## src/axis_mode_pkg.sv

```systemverilog
package axis_mode_pkg;
    // register indices on the plain port
    localparam logic [2:0] IO_MODE_ADDR   = 3'h0;
    localparam logic [2:0] DRV_FILT_ADDR  = 3'h1;
    localparam logic [2:0] GEN_OUT_ADDR   = 3'h2;
    localparam logic [2:0] MAIN_STAT_ADDR = 3'h3;
    localparam logic [2:0] ERR_STAT_ADDR  = 3'h4;
    localparam logic [2:0] POS_LO_ADDR    = 3'h5;
    localparam logic [2:0] POS_HI_ADDR    = 3'h6;
    // reset values
    localparam logic [15:0] IO_MODE_RST  = 16'h0000;
    localparam logic [15:0] DRV_FILT_RST = 16'h0000;
    localparam logic [7:0]  GEN_OUT_RST  = 8'h00;
    localparam logic [15:0] FILT_RST     = 16'hffff;
    // io mode fields
    localparam int PULSE_FMT_BIT  = 6;
    localparam int PULSE_POL_BIT  = 7;
    localparam int DIR_POL_BIT    = 8;
    localparam int ENC_TYPE_BIT   = 9;
    localparam int ENC_DIV_LSB    = 10;
    localparam int ALM_LEVEL_BIT  = 12;
    localparam int ALM_EN_BIT     = 13;
    localparam int INP_LEVEL_BIT  = 14;
    localparam int INP_EN_BIT     = 15;
    // drive and filter mode fields
    localparam int MAN_DECEL_BIT  = 0;
    localparam int SEP_DECEL_BIT  = 1;
    localparam int SCURVE_BIT     = 2;
    localparam int EXT_MODE_LSB   = 3;
    localparam int TRI_PREV_BIT   = 5;
    localparam int RING_EN_BIT    = 6;
    localparam int OUT_SRC_BIT    = 7;
    localparam int FILT_EN_LSB    = 8;
    localparam int FILT_CODE_LSB  = 13;
    // status bit positions
    localparam int BUSY_BIT       = 0;
    localparam int ALARM_BIT      = 14;
    // filter timing: base delay, and long delays as base multiples
    localparam int CLK_PERIOD_NS  = 50;
    localparam int FILT_BASE_NS   = 2000;
    localparam int FILT_BASE_CYC  = (FILT_BASE_NS + CLK_PERIOD_NS - 1) / CLK_PERIOD_NS;
    localparam int FILT_LONG_US   = 256;
    localparam int FILT_LONG_TICK = FILT_LONG_US * 1000 / FILT_BASE_NS;

    typedef enum logic [1:0] {EXT_OFF, EXT_CONT, EXT_FIXED, EXT_PULSAR} ext_mode_t;

    // profile settings handed to the drive core
    typedef struct packed {
        logic manual_decel_sel;
        logic separate_decel_sel;
        logic scurve_sel;
        logic triangle_prevent;
        logic counter_ring_enable;
    } profile_cfg_t;

    // live drive state reported by the drive core
    typedef struct packed {
        logic decel;
        logic const_speed;
        logic accel;
        logic pulsing;
        logic below_lower;
        logic at_upper;
        logic s_falling;
        logic s_rising;
    } drive_state_t;

    // start requests toward the drive core
    typedef struct packed {
        logic cont_plus;
        logic cont_minus;
        logic fixed_plus;
        logic fixed_minus;
    } ext_req_t;
endpackage

```

## src/axis_drive_mode_config.sv

```systemverilog
// Operation
// - two-pulse splits by direction; else pulse plus dir
// - pulse polarity bit inverts drive pulses
// - direction polarity bit sets dir output level
// - encoder type selects quadrature or up/down
// - quadrature counts all edges, A leads up
// - up/down counts rising edges of A, B
// - quadrature division 1, 1/2, 1/4; 11 invalid
// - alarm level selectable; enable gates checking
// - active alarm sets error bit, stops drive
// - in-position holds busy until input active
// - both mode registers clear on reset
// - manual or automatic deceleration select
// - separate deceleration rate select
// - trapezoid or S-curve profile select
// - external drive field selects four modes
// - continuous while low, fixed on falling
// - pulsar edges start plus/minus, minus input low
// - triangle prevention enable bit
// - position counter ring enable bit
// - output select routes register or status
// - status outputs carry profile and compare state
// - filter enables per input group
// - filter code sets delay 2us or 256us doubling
// - pulse format bit selects output type
//
// Strobed register access and the placing of the registers are this design's own decisions.
module axis_drive_mode_config
    import axis_mode_pkg::*;
#(
    parameter int POS_W = 32
) (
    // clock and reset
    input  wire logic         ref_clk_i,
    input  wire logic         sys_rst_i,
    // register port
    input  wire logic [2:0]   reg_addr_i,
    input  wire logic [15:0]  reg_wdata_i,
    input  wire logic         reg_wr_i,
    input  wire logic         reg_rd_i,
    output logic      [15:0]  reg_rdata_o,
    // drive core side
    input  wire logic         core_pulse_i,
    input  wire logic         core_dir_minus_i,
    input  drive_state_t      core_state_i,
    output profile_cfg_t      profile_cfg_o,
    output ext_req_t          ext_req_o,
    output logic              drive_stop_o,
    output logic              axis_drive_busy_o,
    output logic [15:0]       filtered_in_o,
    // pins
    input  wire logic [15:0]  raw_in_i,
    input  wire logic         encoder_a_up_in_i,
    input  wire logic         encoder_b_down_in_i,
    output logic              pulse_plus_out_o,
    output logic              minus_dir_out_o,
    output logic [7:0]        axis_outputs_o
);
    // raw_in_i bits: 0 emergency, 1 plus limit, 2 minus limit, 3 stop0,
    // 4 stop1, 5 stop2, 6 in-position, 7 alarm, 8 ext plus, 9 ext minus,
    // 10..15 general inputs 0..5

    logic [15:0]      io_mode_q;
    logic [15:0]      drv_filt_q;
    logic [7:0]       gen_out_q;
    logic             alarm_q;
    logic             busy_q;
    logic [POS_W-1:0] pos_q;
    logic [15:0]      rdata_q;

    // group enables spread over the sixteen filtered inputs
    function automatic logic [15:0] group_mask(input logic [4:0] fe);
        group_mask = {{6{fe[4]}}, {2{fe[3]}}, {2{fe[2]}}, fe[1], {5{fe[0]}}};
    endfunction

    // filter hold time in base ticks for a code
    function automatic logic [13:0] hold_ticks(input logic [2:0] code);
        if (code == 3'h0) begin
            hold_ticks = 14'h0001;
        end else begin
            hold_ticks = 14'(FILT_LONG_TICK) << (code - 3'h1);
        end
    endfunction

    // register writes
    always_ff @(posedge ref_clk_i) begin
        if (sys_rst_i) begin
            io_mode_q  <= IO_MODE_RST;
            drv_filt_q <= DRV_FILT_RST;
            gen_out_q  <= GEN_OUT_RST;
        end else if (reg_wr_i) begin
            if (reg_addr_i == IO_MODE_ADDR) begin
                io_mode_q <= reg_wdata_i;
            end
            if (reg_addr_i == DRV_FILT_ADDR) begin
                drv_filt_q <= reg_wdata_i;
            end
            if (reg_addr_i == GEN_OUT_ADDR) begin
                gen_out_q <= reg_wdata_i[7:0];
            end
        end
    end

    // read data, valid only the cycle after the strobe
    always_ff @(posedge ref_clk_i) begin
        if (sys_rst_i) begin
            rdata_q <= 16'h0000;
        end else if (reg_rd_i) begin
            unique case (reg_addr_i)
                IO_MODE_ADDR:   rdata_q <= io_mode_q;
                DRV_FILT_ADDR:  rdata_q <= drv_filt_q;
                GEN_OUT_ADDR:   rdata_q <= {8'h00, gen_out_q};
                MAIN_STAT_ADDR: rdata_q <= 16'(busy_q) << BUSY_BIT;
                ERR_STAT_ADDR:  rdata_q <= 16'(alarm_q) << ALARM_BIT;
                POS_LO_ADDR:    rdata_q <= pos_q[15:0];
                POS_HI_ADDR:    rdata_q <= pos_q[31:16];
                default:        rdata_q <= 16'h0000;
            endcase
        end else begin
            rdata_q <= 16'h0000;
        end
    end
    assign reg_rdata_o = rdata_q;

    // profile settings steer the drive core
    assign profile_cfg_o.manual_decel_sel    = drv_filt_q[MAN_DECEL_BIT];
    assign profile_cfg_o.separate_decel_sel  = drv_filt_q[SEP_DECEL_BIT];
    assign profile_cfg_o.scurve_sel          = drv_filt_q[SCURVE_BIT];
    assign profile_cfg_o.triangle_prevent    = drv_filt_q[TRI_PREV_BIT];
    assign profile_cfg_o.counter_ring_enable = drv_filt_q[RING_EN_BIT];

    // input synchronisers and noise filters
    logic [15:0] sync1_q;
    logic [15:0] sync2_q;
    logic [15:0] filt_q;
    logic [13:0] hold_q [16];
    logic [5:0]  tick_cnt_q;
    logic        tick;
    logic [15:0] fen;
    logic [13:0] hold_lim;

    assign fen      = group_mask(drv_filt_q[FILT_EN_LSB +: 5]);
    assign hold_lim = hold_ticks(drv_filt_q[FILT_CODE_LSB +: 3]);
    assign tick     = (tick_cnt_q == 6'(FILT_BASE_CYC - 1));

    always_ff @(posedge ref_clk_i) begin
        if (sys_rst_i) begin
            sync1_q <= FILT_RST;
            sync2_q <= FILT_RST;
        end else begin
            sync1_q <= raw_in_i;
            sync2_q <= sync1_q;
        end
    end

    // base tick of the filter timers
    always_ff @(posedge ref_clk_i) begin
        if (sys_rst_i || tick) begin
            tick_cnt_q <= 6'h00;
        end else begin
            tick_cnt_q <= tick_cnt_q + 6'h01;
        end
    end

    // each filter changes only after the new level held the delay
    for (genvar i = 0; i < 16; i++) begin : g_filt
        always_ff @(posedge ref_clk_i) begin
            if (sys_rst_i) begin
                filt_q[i] <= FILT_RST[i];
                hold_q[i] <= 14'h0000;
            end else if (!fen[i]) begin
                filt_q[i] <= sync2_q[i];
                hold_q[i] <= 14'h0000;
            end else if (sync2_q[i] == filt_q[i]) begin
                hold_q[i] <= 14'h0000;
            end else if (tick) begin
                if (hold_q[i] >= hold_lim) begin // first tick is partial, skip it
                    filt_q[i] <= sync2_q[i];
                    hold_q[i] <= 14'h0000;
                end else begin
                    hold_q[i] <= hold_q[i] + 14'h0001;
                end
            end
        end
    end
    assign filtered_in_o = filt_q;

    // servo alarm: sticky, write one to clear, set wins
    logic alarm_act;
    assign alarm_act = io_mode_q[ALM_EN_BIT]
                     & (filt_q[7] == io_mode_q[ALM_LEVEL_BIT]);
    always_ff @(posedge ref_clk_i) begin
        if (sys_rst_i) begin
            alarm_q <= 1'b0;
        end else if (alarm_act) begin
            alarm_q <= 1'b1;
        end else if (reg_wr_i && reg_addr_i == ERR_STAT_ADDR
                     && reg_wdata_i[ALARM_BIT]) begin
            alarm_q <= 1'b0;
        end
    end
    assign drive_stop_o = alarm_q;

    // busy stays up after pulses until in-position arrives
    logic inp_act;
    assign inp_act = (filt_q[6] == io_mode_q[INP_LEVEL_BIT]);
    always_ff @(posedge ref_clk_i) begin
        if (sys_rst_i) begin
            busy_q <= 1'b0;
        end else begin
            busy_q <= core_state_i.pulsing
                    | (busy_q & io_mode_q[INP_EN_BIT] & ~inp_act);
        end
    end
    assign axis_drive_busy_o = busy_q;

    // external drive inputs, active low
    ext_mode_t ext_mode;
    logic      expp_q;
    logic      expm_q;
    ext_req_t  ext_q;
    assign ext_mode = ext_mode_t'(drv_filt_q[EXT_MODE_LSB +: 2]);
    always_ff @(posedge ref_clk_i) begin
        if (sys_rst_i) begin
            expp_q <= 1'b1;
            expm_q <= 1'b1;
            ext_q  <= '0;
        end else begin
            expp_q <= filt_q[8];
            expm_q <= filt_q[9];
            ext_q  <= '0;
            unique case (ext_mode)
                EXT_OFF: begin
                end
                EXT_CONT: begin
                    ext_q.cont_plus  <= ~filt_q[8];
                    ext_q.cont_minus <= ~filt_q[9];
                end
                EXT_FIXED: begin
                    ext_q.fixed_plus  <= expp_q & ~filt_q[8];
                    ext_q.fixed_minus <= expm_q & ~filt_q[9];
                end
                EXT_PULSAR: begin
                    ext_q.fixed_plus  <= ~expp_q & filt_q[8] & ~filt_q[9];
                    ext_q.fixed_minus <= expp_q & ~filt_q[8] & ~filt_q[9];
                end
            endcase
        end
    end
    assign ext_req_o = ext_q;

    // pulse and direction formatting
    logic pp_q;
    logic pm_q;
    logic pls_act;
    logic mdir_act;
    always_comb begin
        if (io_mode_q[PULSE_FMT_BIT]) begin
            pls_act  = core_pulse_i;
            mdir_act = core_dir_minus_i ^ io_mode_q[DIR_POL_BIT];
        end else begin
            pls_act  = core_pulse_i & ~core_dir_minus_i;
            mdir_act = core_pulse_i & core_dir_minus_i;
        end
    end
    always_ff @(posedge ref_clk_i) begin
        if (sys_rst_i) begin
            pp_q <= 1'b0;
            pm_q <= 1'b0;
        end else begin
            pp_q <= pls_act ^ io_mode_q[PULSE_POL_BIT];
            pm_q <= io_mode_q[PULSE_FMT_BIT] ? mdir_act
                  : mdir_act ^ io_mode_q[PULSE_POL_BIT];
        end
    end
    assign pulse_plus_out_o = pp_q;
    assign minus_dir_out_o  = pm_q;

    // general outputs or live status
    logic [7:0] out_q;
    always_ff @(posedge ref_clk_i) begin
        if (sys_rst_i) begin
            out_q <= 8'h00;
        end else if (drv_filt_q[OUT_SRC_BIT]) begin
            out_q <= core_state_i;
        end else begin
            out_q <= gen_out_q;
        end
    end
    assign axis_outputs_o = out_q;

    // encoder decode into the real position counter
    logic [1:0] enc1_q;
    logic [1:0] enc2_q;
    logic [1:0] enc3_q;
    logic       up;
    logic       dn;
    logic [2:0] steps;
    logic signed [3:0] frac_q;
    always_ff @(posedge ref_clk_i) begin
        if (sys_rst_i) begin
            enc1_q <= 2'b00;
            enc2_q <= 2'b00;
            enc3_q <= 2'b00;
        end else begin
            enc1_q <= {encoder_b_down_in_i, encoder_a_up_in_i};
            enc2_q <= enc1_q;
            enc3_q <= enc2_q;
        end
    end

    always_comb begin
        up = 1'b0;
        dn = 1'b0;
        if (io_mode_q[ENC_TYPE_BIT]) begin
            up = enc2_q[0] & ~enc3_q[0];
            dn = enc2_q[1] & ~enc3_q[1];
        end else if (enc2_q != enc3_q) begin
            // a leads: b takes old a, a takes inverted old b
            up = (enc2_q[1] == enc3_q[0]) && (enc2_q[0] != enc3_q[1]);
            dn = (enc2_q[0] == enc3_q[1]) && (enc2_q[1] != enc3_q[0]);
        end
        unique case (io_mode_q[ENC_DIV_LSB +: 2])
            2'b00:   steps = 3'h1;
            2'b01:   steps = 3'h2;
            2'b10:   steps = 3'h4;
            default: steps = 3'h0;
        endcase
        if (io_mode_q[ENC_TYPE_BIT]) begin
            steps = 3'h1;
        end
    end

    always_ff @(posedge ref_clk_i) begin
        if (sys_rst_i) begin
            pos_q  <= '0;
            frac_q <= 4'sh0;
        end else if (steps != 3'h0 && (up ^ dn)) begin
            if (up && frac_q + 4'sh1 >= $signed({1'b0, steps})) begin
                pos_q  <= pos_q + POS_W'(1);
                frac_q <= 4'sh0;
            end else if (dn && frac_q - 4'sh1 <= -$signed({1'b0, steps})) begin
                pos_q  <= pos_q - POS_W'(1);
                frac_q <= 4'sh0;
            end else begin
                frac_q <= up ? frac_q + 4'sh1 : frac_q - 4'sh1;
            end
        end
    end
endmodule

```

## config.mk

```make
export PLATFORM = sky130hd
export DESIGN_NAME = axis_drive_mode_config
export DESIGN_NICKNAME = d
export VERILOG_FILES = /design/src/axis_mode_pkg.sv /design/src/axis_drive_mode_config.sv
export SDC_FILE = /design/constraint.sdc
export NUM_CORES = 1
export LEC_CHECK = 0
export BUFFER_PORTS_ARGS = -buffer_cell sky130_fd_sc_hd__buf_2
export CAP_MARGIN = 20
export CORE_MARGIN = 10
export CORE_UTILIZATION = 47
export CTS_BUF_LIST = sky130_fd_sc_hd__clkbuf_2
export DETAILED_ROUTE_END_ITERATION = 8
export GPL_TIMING_DRIVEN = 0
export SYNTH_ARGS = -nofsm -noshare
export SYNTH_HDL_FRONTEND = slang
export SYNTH_SLANG_ARGS = --single-unit
```

## constraint.sdc

```tcl
create_clock -name ref_clk_i -period 4.7 [get_ports ref_clk_i]
set_input_delay 1.175 -clock ref_clk_i [delete_from_list [all_inputs] [get_ports ref_clk_i]]
set_output_delay 1.175 -clock ref_clk_i [all_outputs]
set_load 0.03 [all_outputs]
```

-- After elaboration in Yosys (flattened, before gate mapping)
Memory sizes are Yosys's and may differ from the RTL's.
Cells that the tools add are included.
- register bits after elaboration: 170
- latch bits: 0
- RAM bits: 224
- ROM bits: 0
- output and inout port bits: 53
- logic and storage cells: 701
- memories: 1
- add/sub/neg operators: 23
- multiply operators: 0
- div/mod/pow operators: 0
- $lt $le $gt $ge: 18
- equal/unequal tests: 72
- shift operators: 1
- muxes and demuxes: 421
- bitwise operators: 90
- reductions and logical operators: 36
- memory list (name ; words ; bits a word ; rd ports ; clocked after Yosys merged registers in ; write ports ; RTL line ; text):
    hold_q ; 16 ; 14 ; 16 ; 0 ; 16 ; axis_drive_mode_config.sv:136 ; logic [13:0] hold_q [16];
- operators by type and width (kind ; number):
    2-to-1 mux 14 bit ; 65
    2-to-1 mux 1 bit ; 346
    adder 14 x 1 -> 14 bit, second input constant ; 16
    greater-or-equal comparator 14 bit ; 16
    one-hot mux 16 bit (7 select lines) ; 1
    bitwise OR 1 bit ; 65
    2-to-1 mux 32 bit ; 2
    AND reduction 3 bit ; 16
    inequality test 2 x 1 -> 1 bit, second input constant ; 21
    adder 32 x 1 -> 32 bit, second input constant ; 1
    inequality test 2 bit, second input constant ; 16
    subtractor 32 x 1 -> 32 bit, second input constant ; 1
    == test 1 bit ; 20
    left shift 8 x 3 -> 14 bit, first input constant ; 1
    bitwise AND 1 bit ; 12
    2-to-1 mux 4 bit ; 3
    == test 3 bit, second input constant ; 3
    inverter 1 bit ; 9
    one-hot mux 3 bit (3 select lines) ; 1
    2-to-1 mux 8 bit ; 1
    AND reduction 2 bit ; 4
    logical AND 1 bit ; 7
    adder 6 x 1 -> 6 bit, second input constant ; 1
    == test 2 bit, second input constant ; 3
    other kinds (21) ; 30

-- Depth between registers and ports, before layout
Gate-level depths: netlist (run 1).
- depth after elaboration: 12
- gate-level depth with buffers: 18
- gate-level depth less buffers: 16

-- Worst setup path before layout (run 1)
No wires, ideal clock.
- kind: flip-flop to flip-flop
- start: register io_mode_q[9]
- end: register pos_q[28]
- data arrival time: 4.257 ns
- required time: 4.638 ns
- slack: 0.381 ns
- cell stages (with the launch flop): 18
- path buffers: 2
- clock period less this slack: 4.319 ns
- path through: dfxtp_1 -> clkbuf_1 -> or3b_2 -> ha_1 -> a21o_1 -> a21o_1 -> and3_1 -> inv_1 -> ha_1 -> buf_2 -> a21oi_2 -> nor2b_1 -> a2111oi_0 -> o211ai_1 -> a311oi_2 -> o21ai_0 -> a211o_1 -> nand3_1
- word-level cells in the longest chain between the ends: 6
- RTL lines (element ; RTL line ; text):
    start, declared ; axis_drive_mode_config.sv:63 ; logic [15:0] io_mode_q;
    start signal, assigned ; axis_drive_mode_config.sv:93 ; io_mode_q <= reg_wdata_i;
    2-to-1 mux 3 bit ; axis_drive_mode_config.sv:329 ; if (io_mode_q[ENC_TYPE_BIT]) begin
    negation 3 -> 4 bit ; axis_drive_mode_config.sv:342 ; end else if (dn && frac_q - 4'sh1 <= -$signed({1'b0, steps})) begin
    <= comparator 4 bit ; axis_drive_mode_config.sv:342 ;
    logical AND 1 bit ; axis_drive_mode_config.sv:342 ;
    nonzero test 2 bit (no source line) ; -- ;
    AND reduction 2 bit (no source line) ; -- ;
    end signal, assigned ; axis_drive_mode_config.sv:340 ; pos_q <= pos_q + POS_W'(1);
    end signal, assigned ; axis_drive_mode_config.sv:343 ; pos_q <= pos_q - POS_W'(1);
    end, declared ; axis_drive_mode_config.sv:68 ; logic [POS_W-1:0] pos_q;
Parallel ways exist; a longest one is shown, timed or not.
A chain may end at the register's enable or synchronous reset.

-- Worst setup path in the final report (run 1)
Same ends and word-level chain as after synthesis.

==> impl_metrics.toml, run 1 <==
[status]
status = "completed"

[sta]
worst_slew_pin_slew_ns = 0.974
max_freq_mhz = 221
fin_hold_ws_ns = 0.244
report.final.slew_viol_count = 0
setup_viol = 0
hold_violations = 0
period_share_pct = 96.2
finalCriticalPeriod_ns = 4.52
clock-skew-final_ns = 0.116
slew_headroom_pct = 34.7
setup_tns_ns = 0

[placed_design]
port_buffers = 101
hpwl_mm = 43.6
gp_congestion = 0.868
numPlacedInstances = 3110

[synth]
synth_top_area_share_pct = 29.5
yosysMostFrequentCell = "nor2_1"
synthCells = 2384
synthTopCellsByCount = "nor2_1 (356), nand2_1 (228), edfxtp_1 (224), ha_1 (188), dfxtp_1 (170)"
synth_nets = 2624
synth_area_leaders = "edfxtp_1 (29%), dfxtp_1 (15%), ha_1 (10%)"
synth.distinct_cells = 73
yosysTopAreaCell = "edfxtp_1"
ys_seq_elements = 394
synth_edf_count = 224
ys_async_sr_fraction_pct = 0
synth-seq-area-share_pct = 44.4
synth_warnings = 0
syn_area_sq_um = 22800
syn_area_per_cell_sq_um = 9.57
synthFlopType = "edfxtp_1"

[pwr]
power_w = 0.00699
power.net_switching_w = 0.00198
pwr-share-comb_pct = 9.4
switching_share_pct = 28.4
internal_power_w = 0.00501
peakVddDrop_v = 0.000178
pwr-share-seq_pct = 52.8
p_clk_share_pct = 37.8
power.density_nw_per_um2 = 275
p_leak_nw = 10.3

[final_layout]
seq_area_sq_um = 10100
multi_input_area_sq_um = 12000
fin_nets = 2843
fill_cells = 4509
final_cells = 3310
area_delta_synth_final_pct = 11.4
drive_above_1_share_pct = 14.4

[worst_hold_path]
hold_path.class = "in -> reg"

[floorplan]
die_h_um = 240
start_util_pct = 47.7
core_area_sq_um = 47800
die_x_um = 240
num_rows = 80
num_io_pins = 104
die_area_sq_um = 57800

[detailed_routing]
vias = 18400
routed_wl_mm = 60.8
via_per_inst = 5.55
drc_errors = 0
drt_first_iter_violations = 1143
firstDrtPassIters = 7
routedWlPerCell_um = 18.4
postRouteAntennaNets = 0

[cts]
ctsLongestPathBuffers = 3
cts_root_buffer = "clkbuf_2"
clk_latency_ns = 1.14
clkSinkCount = 394
cts_tree = "done"
cts-htree-levels = 3
holdBufCountCts = 0
clkSlewWorstSetupHoldPaths_ns = 0.11
cts_made_buffers = 107

[setup_path]
cp-end-kind = "flop"
crit_path_max_incr_delay_ns = 0.51
cp_max_fo = 20
cp_num_buf_inv = 4
crit_family = "compound AO/OA/AOI/OAI gates"
critPathKind = "reg -> reg"
critPathArrivalTime_ns = 5.61
cp-start-kind = "flop"
worstPathRequired_ns = 5.79
slowest_stage = "or3b_2"
crit_chain = "clkbuf_1 > or3b_2 > ha_1 > a21o_1 > a21o_1 > and3_2 > clkinvlp_4 > buf_12 > buf_16 > ha_1 > a21oi_1 > nor2_1 > a2111oi_2 > o211ai_1 > a311oi_2 > o21ai_0 > a211o_1 > nand3_1"

[global_routing]
overflow = 0
grt_pass1_wl_mm = 96.5
antenna_found_initial = 1
grtUsageTotal_pct = 21.0
first_global_vias = 18000
grt_max_degree = 21

[job]
maxCapViolations = 0
[power by group through the flow]
| stage | Sequential, W | Clock, W | Combinational, W |
|---|---|---|---|
| 3_5_place_dp | 0.00377 | 0 | 0.000632 |
| 5_1_grt | 0.00370 | 0.00291 | 0.000722 |
| 4_1_cts | 0.00369 | 0.00273 | 0.000640 |
| 6_report | 0.00369 | 0.00264 | 0.000656 |
| 3_3_place_gp | 0.00377 | 0 | 0.000615 |
| 2_1_floorplan | 0.00378 | 0 | 0.000426 |
[placed cells by master (no fill, tap or decap), types with 56 or more instances in the layout]
cell type  synthesis  final
a21o_1            56     56
a21oi_1          111    111
buf_2             10    111
clkbuf_1          73     69
clkbuf_2           0    176
dfxtp_1          170    170
edfxtp_1         224    224
ha_1             188    188
inv_1             67     66
nand2_1          228    228
nand3_1          137    137
nor2_1           356    356
xnor2_1           94     94
xor2_1           155    155
[final cells by class]
cell class	instances	share of cell area, %
multi-input cells	1818	47.3
flip-flops and latches	394	39.9
clock buffers	176	3.47
well taps	615	3.03
repair buffers	114	2.89
plain buffers	100	1.78
inverters	68	1.02
clock inverters	24	0.625
diodes	1	0.00985
[kinds of logic after synthesis]
kind of cell	share of synthesized area, %
flip-flops	44.4
adder cells (fa/ha/maj)	10.4
multiplexers	1.99
XOR/XNOR	9.56
buffers and inverters	3.16
AND/OR/NAND/NOR	19.8
AO/OA/AOI/OAI	10.7
[per-stage QoR]
stage | setup slack, ns | area, sq um | util [%]
after floorplan | 0.381 | 22800 | -
after global placement | -1.90 | 24100 | 50.3
after detailed placement | -0.190 | 24300 | 50.8
after CTS | 0.0214 | 25400 | 53.0
after global routing | -0.0118 | 25400 | 53.1
final | 0.179 | 25400 | 53.1
[routing by layer]
metal / vias up / track usage, % / wire (um)
met5: - / 0 / 0
met4: 0 / 7.94 / 1460
met3: 115 / 3.90 / 3120
met2: 459 / 35.4 / 29100
met1: 8793 / 26.2 / 27100
li1: 8994 / - / -
[registers in the layout, summed over array words and instances (netlist names)]
| register | count |
|---|---|
| sync1_q | 16 |
| expp_q | 1 |
| sync2_q | 16 |
| drv_filt_q | 16 |
| axis_drive_busy_o | 1 |
| frac_q | 4 |
| hold_q | 224 |
| drive_stop_o | 1 |
| gen_out_q | 8 |
| pos_q | 32 |
| minus_dir_out_o | 1 |
| enc3_q | 2 |
| reg_rdata_o | 16 |
| enc1_q | 2 |
| pulse_plus_out_o | 1 |
| axis_outputs_o | 8 |
| tick_cnt_q | 6 |
| expm_q | 1 |
| enc2_q | 2 |
| ext_req_o | 4 |
| filtered_in_o | 16 |
| io_mode_q | 16 |
[final timing paths]
kind,startpoint,end,slack (ns),depth (start not counted)
setup reg to reg,io_mode_q[9],pos_q[28],0.18,18
hold / removal,raw_in_i[7],sync1_q[7],0.24,2
setup / recovery,io_mode_q[9],pos_q[28],0.18,18
hold reg to reg,sync1_q[11],sync2_q[11],0.36,1
[what timing repair did]
action | 4_1_cts | 5_1_grt
pin swaps | 0 | 3
setup endpoints to repair | 10 | 12
hold endpoints to repair | 0 | 0
gates resized for setup | 1 | 12
setup buffers | 2 | 1
Note: power is estimated with default switching activity, not from simulation.
==> inputs of run 2 (changes only) <==
--- a/config.mk
+++ b/config.mk
@@ -8,10 +8,11 @@
 export BUFFER_PORTS_ARGS = -buffer_cell sky130_fd_sc_hd__buf_2
 export CAP_MARGIN = 20
 export CORE_MARGIN = 10
-export CORE_UTILIZATION = 47
+export CORE_UTILIZATION = 27
 export CTS_BUF_LIST = sky130_fd_sc_hd__clkbuf_2
 export DETAILED_ROUTE_END_ITERATION = 8
 export GPL_TIMING_DRIVEN = 0
+export REMOVE_ABC_BUFFERS = 1
 export SYNTH_ARGS = -nofsm -noshare
 export SYNTH_HDL_FRONTEND = slang
 export SYNTH_SLANG_ARGS = --single-unit
==> impl_metrics.toml, run 2 (same netlist as run 1, synthesis figures left out) <==
[status]
status = "completed"

[sta]
rsz0062_at_grt = "no"
max_freq_mhz = 225
setup_viol = 0
slew_headroom_pct = 25.0
finalCriticalPeriod_ns = 4.44
worst_slew_pin_slew_ns = 1.12
clock-skew-final_ns = 0.148
period_share_pct = 94.5
hold_violations = 0
setup_slack_ns = 0.259
setup_tns_ns = 0
report.final.slew_viol_count = 0

[placed_design]
pre_cts_slack_ns = -0.268
gp_congestion = 0.801
numPlacedInstances = 3530
place_area_sq_um = 24500
port_buffers = 103
hpwl_mm = 39.6

[floorplan]
num_rows = 106
die_h_um = 311
core_area_sq_um = 83700
die_area_sq_um = 96500
num_io_pins = 104
die_x_um = 311
start_util_pct = 27.3

[detailed_routing]
vias = 17500
routed_wl_mm = 57.4
via_per_inst = 4.68
drc_errors = 0
drt_first_iter_violations = 1042
postRouteAntennaNets = 0
routedWlPerCell_um = 15.3
firstDrtPassIters = 5

[cts]
cts_root_buffer = "clkbuf_2"
clkSlewWorstSetupHoldPaths_ns = 0.11
ctsLongestPathBuffers = 3
clkSinkCount = 394
cts_tree = "done"
cts_made_buffers = 111
clk_latency_ns = 1.21
cts-htree-levels = 3

[final_layout]
regMostFlops = "hold_q"
final_common_cell = "nor2_1"
final_cells = 3744
fin_nets = 2754
largest_register_ffs = 224
drive_above_1_share_pct = 14.1
final_cell_mix = "nor2_1 (355), nand2_1 (228), edfxtp_1 (224)"
area_delta_synth_final_pct = 12.4
top_regs = "hold_q x224, pos_q x32"
fin_area_sq_um = 25600

[global_routing]
grtUsageTotal_pct = 11.6
antenna_found_initial = 7
grt_max_degree = 80
grt_pass1_wl_mm = 92.8
first_global_vias = 17600
overflow = 0

[setup_path]
cp-start-kind = "flop"
critPathArrivalTime_ns = 5.49
critPathKind = "reg -> reg"
cp_max_fo = 10
cp-end-kind = "flop"
worstPathRequired_ns = 5.75

[pwr]
power_w = 0.00691
power.density_nw_per_um2 = 269
peakVddDrop_v = 0.000148
p_leak_nw = 10.1

[worst_hold_path]
hold_path.class = "in -> reg"

[job]
maxCapViolations = 0
==> run 2: changes by cell type in the layout (fill, tap and decap cells not counted), moves of 8 or more <==
cell      previous run  this run
buf_1               10         0
clkinv_1            16        30
clkinv_2             3        11
buf_2              111       102
clkbuf_1            69         0
clkbuf_2           176       161
==> run 2: final timing paths <==
path	from	end	slack [ns]	cells past startpoint
max	io_mode_q[9]	pos_q[21]	0.26	15
min	core_state_i[7]	axis_outputs_o[7]	0.19	3
max reg2reg	io_mode_q[9]	pos_q[21]	0.26	15
min reg2reg	sync1_q[13]	sync2_q[13]	0.31	1
==> run 2: cell type report <==
type	count	area [sq um]
Fill cell	8794	58000
Multi-Input combinational cell	1818	12000
Sequential cell	394	10100
Tap cell	1134	1420
Clock buffer	161	806
Timing Repair Buffer	120	778
Inverter	68	259
Clock inverter	47	231
Timing Repair inverter	1	7.51
Antenna cell	1	2.50
==> run 2: report_power, final <==
group / switching (W) / internal [W] / leakage (nW)
sequential: 0.0000496 / 0.00365 / 4.15
combinational: 0.000355 / 0.000255 / 5.18
clock: 0.00164 / 0.000963 / 0.789
==> run 2: worst max-delay path, cell delays in order (launching register included) <==
cell and delay [ns]:
dfxtp_1 0.42, or3b_2 0.50, ha_1 0.28, a21o_1 0.10, a21o_1 0.10, and3_2 0.31
clkinvlp_4 0.31, ha_1 0.39, a211oi_1 0.09, o211ai_1 0.31, nand2_1 0.13, a2bb2oi_1 0.22
o31ai_1 0.53, a21oi_1 0.16, or4_1 0.41, nand3_1 0.07
==> run 2: what timing repair did <==
action                                 in CTS  in global routing
gates resized for setup                     3                  4
cloned                                      1                  0
setup buffers                               1                  0
endpoints found under the hold margin       2                  0
setup endpoints to repair                   9                  5
hold buffers                                2                  0
==> run 2: per-stage QoR <==
step | util (%) | hold slack (ns)
detailed placement | 29.3 | 0.397
floorplan | - | 0.389
global placement | 29.0 | 0.393
global route | 30.6 | 0.100
finish | 30.6 | 0.190
CTS | 30.6 | 0.0186
==> run 2: per-layer routing <==
| layer | GRT usage [%] | part of all wire, % |
|---|---|---|
| met1 | 15.4 | 47 |
| met2 | 18.0 | 44 |
| met3 | 3.01 | 6.5 |
| met4 | 4.30 | 2.5 |
| met5 | 0 | 0.023 |
